### src/logic/dsc_pkg.sv
// Purpose: constants for the double speed clock generator
// Assumes: hclk is the crystal clock, AHB-Lite register access
// Notes: Notes on behaviour follow
// Notes on behaviour
// - in standard mode core and peripherals run from the crystal clock halved.
// - in double speed mode the halving stage is bypassed for the core.
// - a new speed mode bit takes effect only on a rising edge of the half rate clock.
// - mode bit clear gives 12 crystal periods per machine cycle, set gives 6.
// - after reset the mode bit is loaded from the hardware config byte.
// - all peripheral fast select bits are ignored while the mode bit is low.
// - counter array cycle is 6 periods with its bit clear, 12 with it set.
// - serial port modes 0 and 2 cycle is 6 periods with its bit clear, 12 set.
// - timer 2 cycle is 6 periods with its bit clear, 12 with it set.
// - timer 1 cycle is 6 periods with its bit clear, 12 with it set.
// - timer 0 cycle is 6 periods with its bit clear, 12 with it set.
// - watchdog cycle is 6 periods with its bit clear, 12 with it set.
package dsc_pkg;
  localparam logic [11:0] CTL_INDEX = 12'h08f;
  localparam logic [11:0] CTL_ADDR = 12'(CTL_INDEX * 4);
  localparam logic [11:0] STAT_INDEX = 12'h090;
  localparam logic [11:0] STAT_ADDR = 12'(STAT_INDEX * 4);
  localparam logic [6:0] CTL_RESET = 7'h00;
  localparam logic [6:0] CTL_WMASK = 7'h7f;
  localparam int CFG_MODE_BIT = 0;
  localparam int MODE_BIT = 0;
  localparam int T0_BIT = 1;
  localparam int T1_BIT = 2;
  localparam int T2_BIT = 3;
  localparam int SER_BIT = 4;
  localparam int PCA_BIT = 5;
  localparam int WD_BIT = 6;
  localparam int NCH = 7;
  localparam logic [3:0] SLOW_PERIOD = 4'hc;
  localparam logic [3:0] FAST_PERIOD = 4'h6;
endpackage : dsc_pkg

### src/logic/dsc_cycle_timer.sv
// Purpose: one strobe every 6 or 12 crystal periods
// Assumes: fast may change at any cycle
// Notes: strobe is registered, high one cycle
module dsc_cycle_timer (
  input wire logic hclk,
  input wire logic hresetn,
  input wire logic fast,
  output logic stb
);
  typedef struct packed {
    logic [3:0] cnt;
    logic stb;
  } dsc_tmr_t;

  dsc_tmr_t s_reg;
  dsc_tmr_t s_next;
  logic [3:0] per;
  logic last;

  always_comb begin
    s_next = s_reg;
    per = fast ? dsc_pkg::FAST_PERIOD : dsc_pkg::SLOW_PERIOD;
    // shorter period may leave cnt above the new end
    last = s_reg.cnt >= (per - 4'h1);
    s_next.cnt = last ? 4'h0 : s_reg.cnt + 4'h1;
    s_next.stb = last;
  end

  always_ff @(posedge hclk or negedge hresetn) begin
    if (!hresetn) begin
      s_reg <= '0;
    end else begin
      s_reg <= s_next;
    end
  end

  assign stb = s_reg.stb;
endmodule : dsc_cycle_timer

### src/logic/dsc_clock_gen.sv
// Purpose: core and peripheral clock enables, standard or double speed
// Assumes: hclk is the crystal input, one AHB-Lite slave, zero wait
// Notes: gated clocks are given as one cycle enables on hclk
module dsc_clock_gen (
  input wire logic hclk,
  input wire logic hresetn,
  input wire logic hsel,
  input wire logic [31:0] haddr,
  input wire logic [1:0] htrans,
  input wire logic hwrite,
  input wire logic [2:0] hsize,
  input wire logic [31:0] hwdata,
  input wire logic hready,
  output logic hreadyout,
  output logic hresp,
  output logic [31:0] hrdata,
  input wire logic [7:0] hardware_config_byte,
  output logic half_clk,
  output logic core_clk_en,
  output logic double_speed_active,
  output logic machine_cycle_stb,
  output logic [5:0] periph_cycle_stb
);
  typedef struct packed {
    logic [6:0] ctl;
    logic mode;
    logic half;
    logic loaded;
    logic core_en;
    logic wr_pend;
    logic [7:0] rdata;
  } dsc_state_t;

  dsc_state_t s_reg;
  dsc_state_t s_next;
  logic aphase;
  logic sel_ctl;
  logic sel_stat;
  logic [6:0] wval;
  logic [6:0] fast_vec;
  logic [6:0] stb_vec;

  assign aphase = hsel && hready && htrans[1];
  assign sel_ctl = haddr[11:0] == dsc_pkg::CTL_ADDR;
  assign sel_stat = haddr[11:0] == dsc_pkg::STAT_ADDR;
  assign wval = hwdata[6:0] & dsc_pkg::CTL_WMASK;

  always_comb begin
    s_next = s_reg;
    // hardware config byte caught once, first edge after release
    if (!s_reg.loaded) begin
      s_next.loaded = 1'b1;
      s_next.ctl[dsc_pkg::MODE_BIT] =
        hardware_config_byte[dsc_pkg::CFG_MODE_BIT];
    end
    // write data phase; bit 7 is reserved and never stored
    if (s_reg.wr_pend) begin
      s_next.ctl = wval;
    end
    s_next.wr_pend = aphase && hwrite && sel_ctl;
    // read data latched in address phase, forwarding a pending write
    if (aphase && !hwrite) begin
      if (sel_ctl) begin
        s_next.rdata = {1'b0, s_reg.wr_pend ? wval : s_reg.ctl};
      end else if (sel_stat) begin
        s_next.rdata = {6'h00, s_reg.half, s_reg.mode};
      end else begin
        s_next.rdata = 8'h00;
      end
    end
    // half rate clock: plain toggle of the crystal clock
    s_next.half = ~s_reg.half;
    // mode bit taken only as half rises
    if (!s_reg.half) begin
      s_next.mode = s_reg.ctl[dsc_pkg::MODE_BIT];
    end
    // standard: core on half rising; double speed: every period
    s_next.core_en = s_next.mode | ~s_reg.half;
  end

  always_ff @(posedge hclk or negedge hresetn) begin
    if (!hresetn) begin
      s_reg <= '0;
    end else begin
      s_reg <= s_next;
    end
  end

  // channel 0 is the core, channels 1..6 the peripherals by bit
  genvar k;
  generate
    for (k = 0; k < dsc_pkg::NCH; k++) begin : g_ch
      // peripheral bits count only in double speed mode
      if (k == 0) begin : g_core
        assign fast_vec[k] = s_reg.mode;
      end else begin : g_periph
        assign fast_vec[k] = s_reg.mode & ~s_reg.ctl[k];
      end
      dsc_cycle_timer i_dsc_cycle_timer (
        .hclk(hclk),
        .hresetn(hresetn),
        .fast(fast_vec[k]),
        .stb(stb_vec[k])
      );
    end
  endgenerate

  assign hreadyout = 1'b1;
  assign hresp = 1'b0;
  assign hrdata = {24'h000000, s_reg.rdata};
  assign half_clk = s_reg.half;
  assign core_clk_en = s_reg.core_en;
  assign double_speed_active = s_reg.mode;
  assign machine_cycle_stb = stb_vec[0];
  assign periph_cycle_stb = stb_vec[6:1];

  // checks

  property p_norm_half;
    @(posedge hclk) disable iff (!hresetn)
      (!s_reg.mode && $past(!s_reg.mode) && core_clk_en) |=> !core_clk_en;
  endproperty
  a_norm_half: assert property (p_norm_half)
    else $error("core enable not halved in standard mode");

  property p_norm_every2;
    @(posedge hclk) disable iff (!hresetn)
      (!s_reg.mode && !core_clk_en) ##1 !s_reg.mode |-> core_clk_en;
  endproperty
  a_norm_every2: assert property (p_norm_every2)
    else $error("core enable missing in standard mode");

  property p_fast_bypass;
    @(posedge hclk) disable iff (!hresetn)
      s_reg.mode |-> core_clk_en;
  endproperty
  a_fast_bypass: assert property (p_fast_bypass)
    else $error("core enable not every period in double speed");

  property p_mode_on_half;
    @(posedge hclk) disable iff (!hresetn)
      $changed(s_reg.mode) |-> (s_reg.half && !$past(s_reg.half));
  endproperty
  a_mode_on_half: assert property (p_mode_on_half)
    else $error("mode changed off a half rate rising edge");

  property p_mode_follows;
    @(posedge hclk) disable iff (!hresetn)
      (s_reg.loaded && s_reg.ctl[0] != s_reg.mode) ##1 $stable(s_reg.ctl[0])
        |=> (s_reg.mode == $past(s_reg.ctl[0]))
          || (s_reg.ctl[0] != $past(s_reg.ctl[0]));
  endproperty
  a_mode_follows: assert property (p_mode_follows)
    else $error("mode bit not taken within two periods");

  property p_mc12;
    @(posedge hclk) disable iff (!hresetn)
      (machine_cycle_stb && !s_reg.mode) ##1 (!s_reg.mode)[*8]
        ##1 (!s_reg.mode)[*3] |=> machine_cycle_stb;
  endproperty
  a_mc12: assert property (p_mc12)
    else $error("machine cycle not 12 periods in standard mode");

  property p_mc6;
    @(posedge hclk) disable iff (!hresetn)
      (machine_cycle_stb && s_reg.mode) ##1 s_reg.mode[*5]
        |-> !machine_cycle_stb ##1 machine_cycle_stb;
  endproperty
  a_mc6: assert property (p_mc6)
    else $error("machine cycle not 6 periods in double speed");

  property p_load_hcb;
    @(posedge hclk) disable iff (!hresetn)
      $rose(s_reg.loaded) && !$past(s_reg.wr_pend)
        |-> s_reg.ctl[0] == $past(hardware_config_byte[0]);
  endproperty
  a_load_hcb: assert property (p_load_hcb)
    else $error("mode bit not loaded from config byte");

  property p_ignore_norm;
    @(posedge hclk) disable iff (!hresetn)
      !s_reg.mode |-> fast_vec == 7'h00;
  endproperty
  a_ignore_norm: assert property (p_ignore_norm)
    else $error("peripheral fast select active in standard mode");

  property p_pca6;
    @(posedge hclk) disable iff (!hresetn)
      (stb_vec[5] && fast_vec[5]) ##1 fast_vec[5][*5] |=> stb_vec[5];
  endproperty
  a_pca6: assert property (p_pca6)
    else $error("counter array cycle not 6 periods");

  property p_ser6;
    @(posedge hclk) disable iff (!hresetn)
      (stb_vec[4] && fast_vec[4]) ##1 fast_vec[4][*5] |=> stb_vec[4];
  endproperty
  a_ser6: assert property (p_ser6)
    else $error("serial port cycle not 6 periods");

  property p_t2_6;
    @(posedge hclk) disable iff (!hresetn)
      (stb_vec[3] && fast_vec[3]) ##1 fast_vec[3][*5] |=> stb_vec[3];
  endproperty
  a_t2_6: assert property (p_t2_6)
    else $error("timer 2 cycle not 6 periods");

  property p_t1_6;
    @(posedge hclk) disable iff (!hresetn)
      (stb_vec[2] && fast_vec[2]) ##1 fast_vec[2][*5] |=> stb_vec[2];
  endproperty
  a_t1_6: assert property (p_t1_6)
    else $error("timer 1 cycle not 6 periods");

  property p_t0_12;
    @(posedge hclk) disable iff (!hresetn)
      (stb_vec[1] && !fast_vec[1]) ##1 (!fast_vec[1])[*8]
        ##1 (!fast_vec[1])[*3] |=> stb_vec[1];
  endproperty
  a_t0_12: assert property (p_t0_12)
    else $error("timer 0 slow cycle not 12 periods");

  property p_t0_gap;
    @(posedge hclk) disable iff (!hresetn)
      stb_vec[1] |=> (!stb_vec[1])[*5];
  endproperty
  a_t0_gap: assert property (p_t0_gap)
    else $error("timer 0 strobes closer than 6 periods");

  property p_wd_sel;
    @(posedge hclk) disable iff (!hresetn)
      (stb_vec[6] && s_reg.mode && s_reg.ctl[6]) ##1
        (s_reg.mode && s_reg.ctl[6])[*6] |-> !stb_vec[6];
  endproperty
  a_wd_sel: assert property (p_wd_sel)
    else $error("watchdog select set yet cycle is 6 periods");

  property p_wd6;
    @(posedge hclk) disable iff (!hresetn)
      (stb_vec[6] && fast_vec[6]) ##1 fast_vec[6][*5] |=> stb_vec[6];
  endproperty
  a_wd6: assert property (p_wd6)
    else $error("watchdog cycle not 6 periods");

  property p_ctl_write;
    @(posedge hclk) disable iff (!hresetn)
      (aphase && hwrite && sel_ctl) ##1 1'b1 |=> s_reg.ctl == $past(wval);
  endproperty
  a_ctl_write: assert property (p_ctl_write)
    else $error("control register write lost");

  property p_mc_gap;
    @(posedge hclk) disable iff (!hresetn)
      machine_cycle_stb |=> (!machine_cycle_stb)[*5];
  endproperty
  a_mc_gap: assert property (p_mc_gap)
    else $error("machine cycle shorter than 6 periods");

  property p_half_toggle;
    @(posedge hclk) disable iff (!hresetn)
      s_reg.loaded |=> half_clk != $past(half_clk);
  endproperty
  a_half_toggle: assert property (p_half_toggle)
    else $error("half rate clock did not toggle");

  property p_pca12;
    @(posedge hclk) disable iff (!hresetn)
      (stb_vec[5] && !fast_vec[5]) ##1 (!fast_vec[5])[*8]
        ##1 (!fast_vec[5])[*3] |=> stb_vec[5];
  endproperty
  a_pca12: assert property (p_pca12)
    else $error("counter array slow cycle not 12 periods");

  property p_ser12;
    @(posedge hclk) disable iff (!hresetn)
      (stb_vec[4] && !fast_vec[4]) ##1 (!fast_vec[4])[*8]
        ##1 (!fast_vec[4])[*3] |=> stb_vec[4];
  endproperty
  a_ser12: assert property (p_ser12)
    else $error("serial port slow cycle not 12 periods");

  property p_t2_12;
    @(posedge hclk) disable iff (!hresetn)
      (stb_vec[3] && !fast_vec[3]) ##1 (!fast_vec[3])[*8]
        ##1 (!fast_vec[3])[*3] |=> stb_vec[3];
  endproperty
  a_t2_12: assert property (p_t2_12)
    else $error("timer 2 slow cycle not 12 periods");

  property p_t1_12;
    @(posedge hclk) disable iff (!hresetn)
      (stb_vec[2] && !fast_vec[2]) ##1 (!fast_vec[2])[*8]
        ##1 (!fast_vec[2])[*3] |=> stb_vec[2];
  endproperty
  a_t1_12: assert property (p_t1_12)
    else $error("timer 1 slow cycle not 12 periods");

  property p_t0_6;
    @(posedge hclk) disable iff (!hresetn)
      (stb_vec[1] && fast_vec[1]) ##1 fast_vec[1][*5] |=> stb_vec[1];
  endproperty
  a_t0_6: assert property (p_t0_6)
    else $error("timer 0 cycle not 6 periods");

  property p_wd12;
    @(posedge hclk) disable iff (!hresetn)
      (stb_vec[6] && !fast_vec[6]) ##1 (!fast_vec[6])[*8]
        ##1 (!fast_vec[6])[*3] |=> stb_vec[6];
  endproperty
  a_wd12: assert property (p_wd12)
    else $error("watchdog slow cycle not 12 periods");

  property p_rd_ctl;
    @(posedge hclk) disable iff (!hresetn)
      (aphase && !hwrite && sel_ctl && !s_reg.wr_pend)
        |=> hrdata == {25'h0, $past(s_reg.ctl)};
  endproperty
  a_rd_ctl: assert property (p_rd_ctl)
    else $error("control register read data wrong");

  property p_rd_stat;
    @(posedge hclk) disable iff (!hresetn)
      (aphase && !hwrite && sel_stat)
        |=> hrdata == {30'h0, $past(s_reg.half), $past(s_reg.mode)};
  endproperty
  a_rd_stat: assert property (p_rd_stat)
    else $error("status register read data wrong");

  property p_rd_other;
    @(posedge hclk) disable iff (!hresetn)
      (aphase && !hwrite && !sel_ctl && !sel_stat) |=> hrdata == 32'h0;
  endproperty
  a_rd_other: assert property (p_rd_other)
    else $error("unmapped read not zero");

  c_enter_dbl: cover property (@(posedge hclk) disable iff (!hresetn)
    $rose(s_reg.mode));
  c_leave_dbl: cover property (@(posedge hclk) disable iff (!hresetn)
    $fell(s_reg.mode));
  c_ctl_write: cover property (@(posedge hclk) disable iff (!hresetn)
    aphase && hwrite && sel_ctl);
  c_wd_slow: cover property (@(posedge hclk) disable iff (!hresetn)
    stb_vec[6] && s_reg.mode && s_reg.ctl[6]);
  c_read_stat: cover property (@(posedge hclk) disable iff (!hresetn)
    aphase && !hwrite && sel_stat);
endmodule : dsc_clock_gen

### config.mk
export PLATFORM = sky130hd
export DESIGN_NAME = dsc_clock_gen
export DESIGN_NICKNAME = d
export VERILOG_FILES = /design/src/logic/dsc_pkg.sv /design/src/logic/dsc_cycle_timer.sv /design/src/logic/dsc_clock_gen.sv
export SDC_FILE = /design/constraint.sdc
export NUM_CORES = 1
export LEC_CHECK = 0
export BUFFER_PORTS_ARGS = -buffer_cell sky130_fd_sc_hd__buf_2
export CAP_MARGIN = 20
export CORE_ASPECT_RATIO = 1.4
export CORE_MARGIN = 5
export CORE_UTILIZATION = 45
export CTS_CLUSTER_SIZE = 25
export DETAILED_ROUTE_END_ITERATION = 16
export PLACE_DENSITY = 0.74
export SYNTH_ARGS = -nofsm -noshare
export SYNTH_HDL_FRONTEND = slang
export SYNTH_SLANG_ARGS = --single-unit
### constraint.sdc
create_clock -name hclk -period 2.2 [get_ports hclk]
set_input_delay 0.11 -clock hclk [delete_from_list [all_inputs] [get_ports hclk]]
set_output_delay 0.11 -clock hclk [all_outputs]
set_load 0.03 [all_outputs]
==> flow_metrics.tcl <==
set metrics [dict create \
    status "complete, no violations" \
    clk_path_buf_depth 2 \
    area_growth_pct 7.58 \
    htreeDepth 2 \
    drt_iter0_drc 45 \
    syn_area_um2 2740 \
    antenna_found_initial 0 \
    synth_flop_cell "dfrtp_1" \
    synth_warnings 0 \
    rsz0062_at_grt "false" \
    dr.pass1.iters 4 \
    synth-simple-area-share_pct 14.7 \
    maxSlewViolCount 0 \
    finalSetupViolations 0 \
    die_x_um 76.0 \
    synth-adder-area-share_pct 8.04 \
    hp-class "primary input to register" \
    start_util_pct 46.4 \
    routabilityCongestion 0.716 \
    peakVddDrop_v 0.000447 \
    drive_gt1_share_pct 20.6 \
    cts_tree "yes" \
    insertedDiodeCount 0 \
    synth_edf_count 0 \
    ys_seq_elements 54 \
    grt_first_pass_wirelength_um 8000 \
    fin_crit_sh_pct 88.1 \
    arrival_ps 2100 \
    synth_xor_area_share_pct 4.47 \
    synthArstFlopShare_pct 100 \
    timing.final.crit_period_ps 1940 \
    p_per_area_nw_per_um2 1070 \
    synthCells 253 \
    rows 33 \
    finClkSkew_ps 4.51 \
    synthMuxAreaShare_pct 2.83 \
    fin_nets 388 \
    critPathCaptureType "register" \
    slew_headroom_pct 61.7 \
    clk_pin_slew_ps 90 \
    synth-compound-area-share_pct 7.35 \
    drc_errors 0 \
    hold_viol 0 \
    power_leakage_nw 1.56 \
    grt_usage_pct 12.7 \
    wl_per_cell_um 12.8 \
    yosysSeqAreaShare_pct 49.3 \
    fin_cells 361 \
    largest_reg_flops 28 \
    worstMarginPinSlew_ps 569 \
    grt_pass1_vias 1787 \
    postRouteAntennaNets 0 \
    fmax_mhz 516 \
    io_buffers 42 \
    cts_root_buf "clkbuf_8" \
    die_y_um 102 \
    core_area_um2 5900 \
    detailed_place_hpwl_um 3630 \
    viasPerCell 4.91 \
    placedCellCount 352 \
    ios 126 \
    clock-sinks 54 \
    post_cts_buffers 0 \
    wl_um 4620 \
    grt-ovfl-total 0 \
    setup_tns_ps 0 \
    numCtsBuffers 5 \
    die_area_um2 7770 \
    vias 1771 \
    grt_max_degree 22 \
    critPathRequiredTime_ps 2360 \
    postSynthAreaPerCell_um2 10.8 \
    crit_fanout 12 \
    critPathKind "register to register" \
    crit_path_start_kind "register" \
    worstSkewPairLatency_ps 300 \
    synth_cell_types 35 \
    maxCapViolations 0 \
    synth_top_family_by_area "simple AND/OR/NAND/NOR gates" \
]
## cells in the mapped netlist, types with 4 or more instances
library cell  count  area, um^2
a211o_1           4        35.0
a21oi_1           4        20.0
a22o_1            5        43.8
buf_4            40         300
dfrtp_1          54        1350
ha_1             16         200
inv_1            14        52.6
mux2_2            6        67.6
nand2_1           9        33.8
nand3_1          11        55.1
nor2_1           24        90.1
nor3_1            6        30.0
o21ai_0           9        45.0
xnor2_1          11        96.3
## critical path, cell delays in order, from the launching register on
cell	delay (ps)
dfrtp_1	630
and2b_1	250
inv_1	60
ha_1	260
a21boi_0	480
nor3_1	130
## where the power goes
group,internal [mW],switching (mW)
Clock,0.254,0.302
Sequential,1.28,0.219
Combinational,0.459,0.641
## timing repair
item	4_1_cts	5_1_grt
gates resized for setup	0	0
hold buffers	1	0
endpoints found under the setup margin	0	0
endpoints found under the hold margin	19	0
## layer usage
layer / GRT usage [%] / share of wire, % / vias up
met3: 3.44 / 7.1 / 6
li1: - / - / 863
met5: 0 / 0 / -
met2: 22.8 / 51 / 62
met1: 13.8 / 39 / 840
met4: 6.44 / 2.2 / 0
## layout make-up
| class | instances | area [um^2] |
|---|---|---|
| Inverter | 14 | 52.6 |
| Multi-Input combinational cell | 170 | 1130 |
| Tap cell | 70 | 87.6 |
| Clock buffer | 7 | 86.3 |
| Fill cell | 559 | 2960 |
| Clock inverter | 1 | 5.00 |
| Timing Repair Buffer | 45 | 235 |
| Sequential cell | 54 | 1350 |
## final timing paths
check | from | end | slack (ps) | depth (start not counted)
setup / recovery | double_speed_active | g_ch[2].i_dsc_cycle_timer.s_reg[4] | 260 | 5
hold / removal | haddr[6] | s_reg[8] | 20 | 2
setup reg to reg | double_speed_active | g_ch[2].i_dsc_cycle_timer.s_reg[4] | 260 | 5
hold reg to reg | g_ch[0].i_dsc_cycle_timer.s_reg[1] | g_ch[0].i_dsc_cycle_timer.s_reg[1] | 490 | 1
max in group asynchronous | hresetn | g_ch[1].i_dsc_cycle_timer.s_reg[4] | 1300 | 3
min in group asynchronous | hresetn | g_ch[5].i_dsc_cycle_timer.s_reg[3] | 280 | 2
## kinds of logic after synthesis
| group | count (synthesis) |
|---|---|
| multiplexers | 7 |
| AND/OR/NAND/NOR | 74 |
| AO/OA/AOI/OAI | 29 |
| adder cells (fa/ha/maj) | 18 |
| other | 2 |
| flip-flops | 54 |
| buffers and inverters | 55 |
| XOR/XNOR | 14 |
## cell usage in the layout (no fill, tap or decap), types with 4 or more instances in the layout
cell type   n
xnor2_1    11
clkbuf_8    6
a22o_1      5
mux2_2      6
nand2_1     9
o21ai_0     9
inv_1      14
ha_1       16
a211o_1     4
nor2_1     24
conb_1     28
nor3_1      6
dfrtp_1    54
buf_2      42
a21oi_1     4
nand3_1    11
## metrics by stage
step	area (um^2)	util (%)	worst slack [ps]	hold slack, ps	total power [mW]
after global routing	2950	49.9	31.7	24.5	3.43
final	2950	49.9	263	21.1	3.15
after detailed placement	2850	48.2	240	85.8	2.64
after CTS	2950	49.9	227	11.5	3.21
after global placement	2850	48.2	298	84.1	2.57
after floorplan	2840	-	376	-186	2.44
Note: power is estimated with default switching activity, not from simulation.
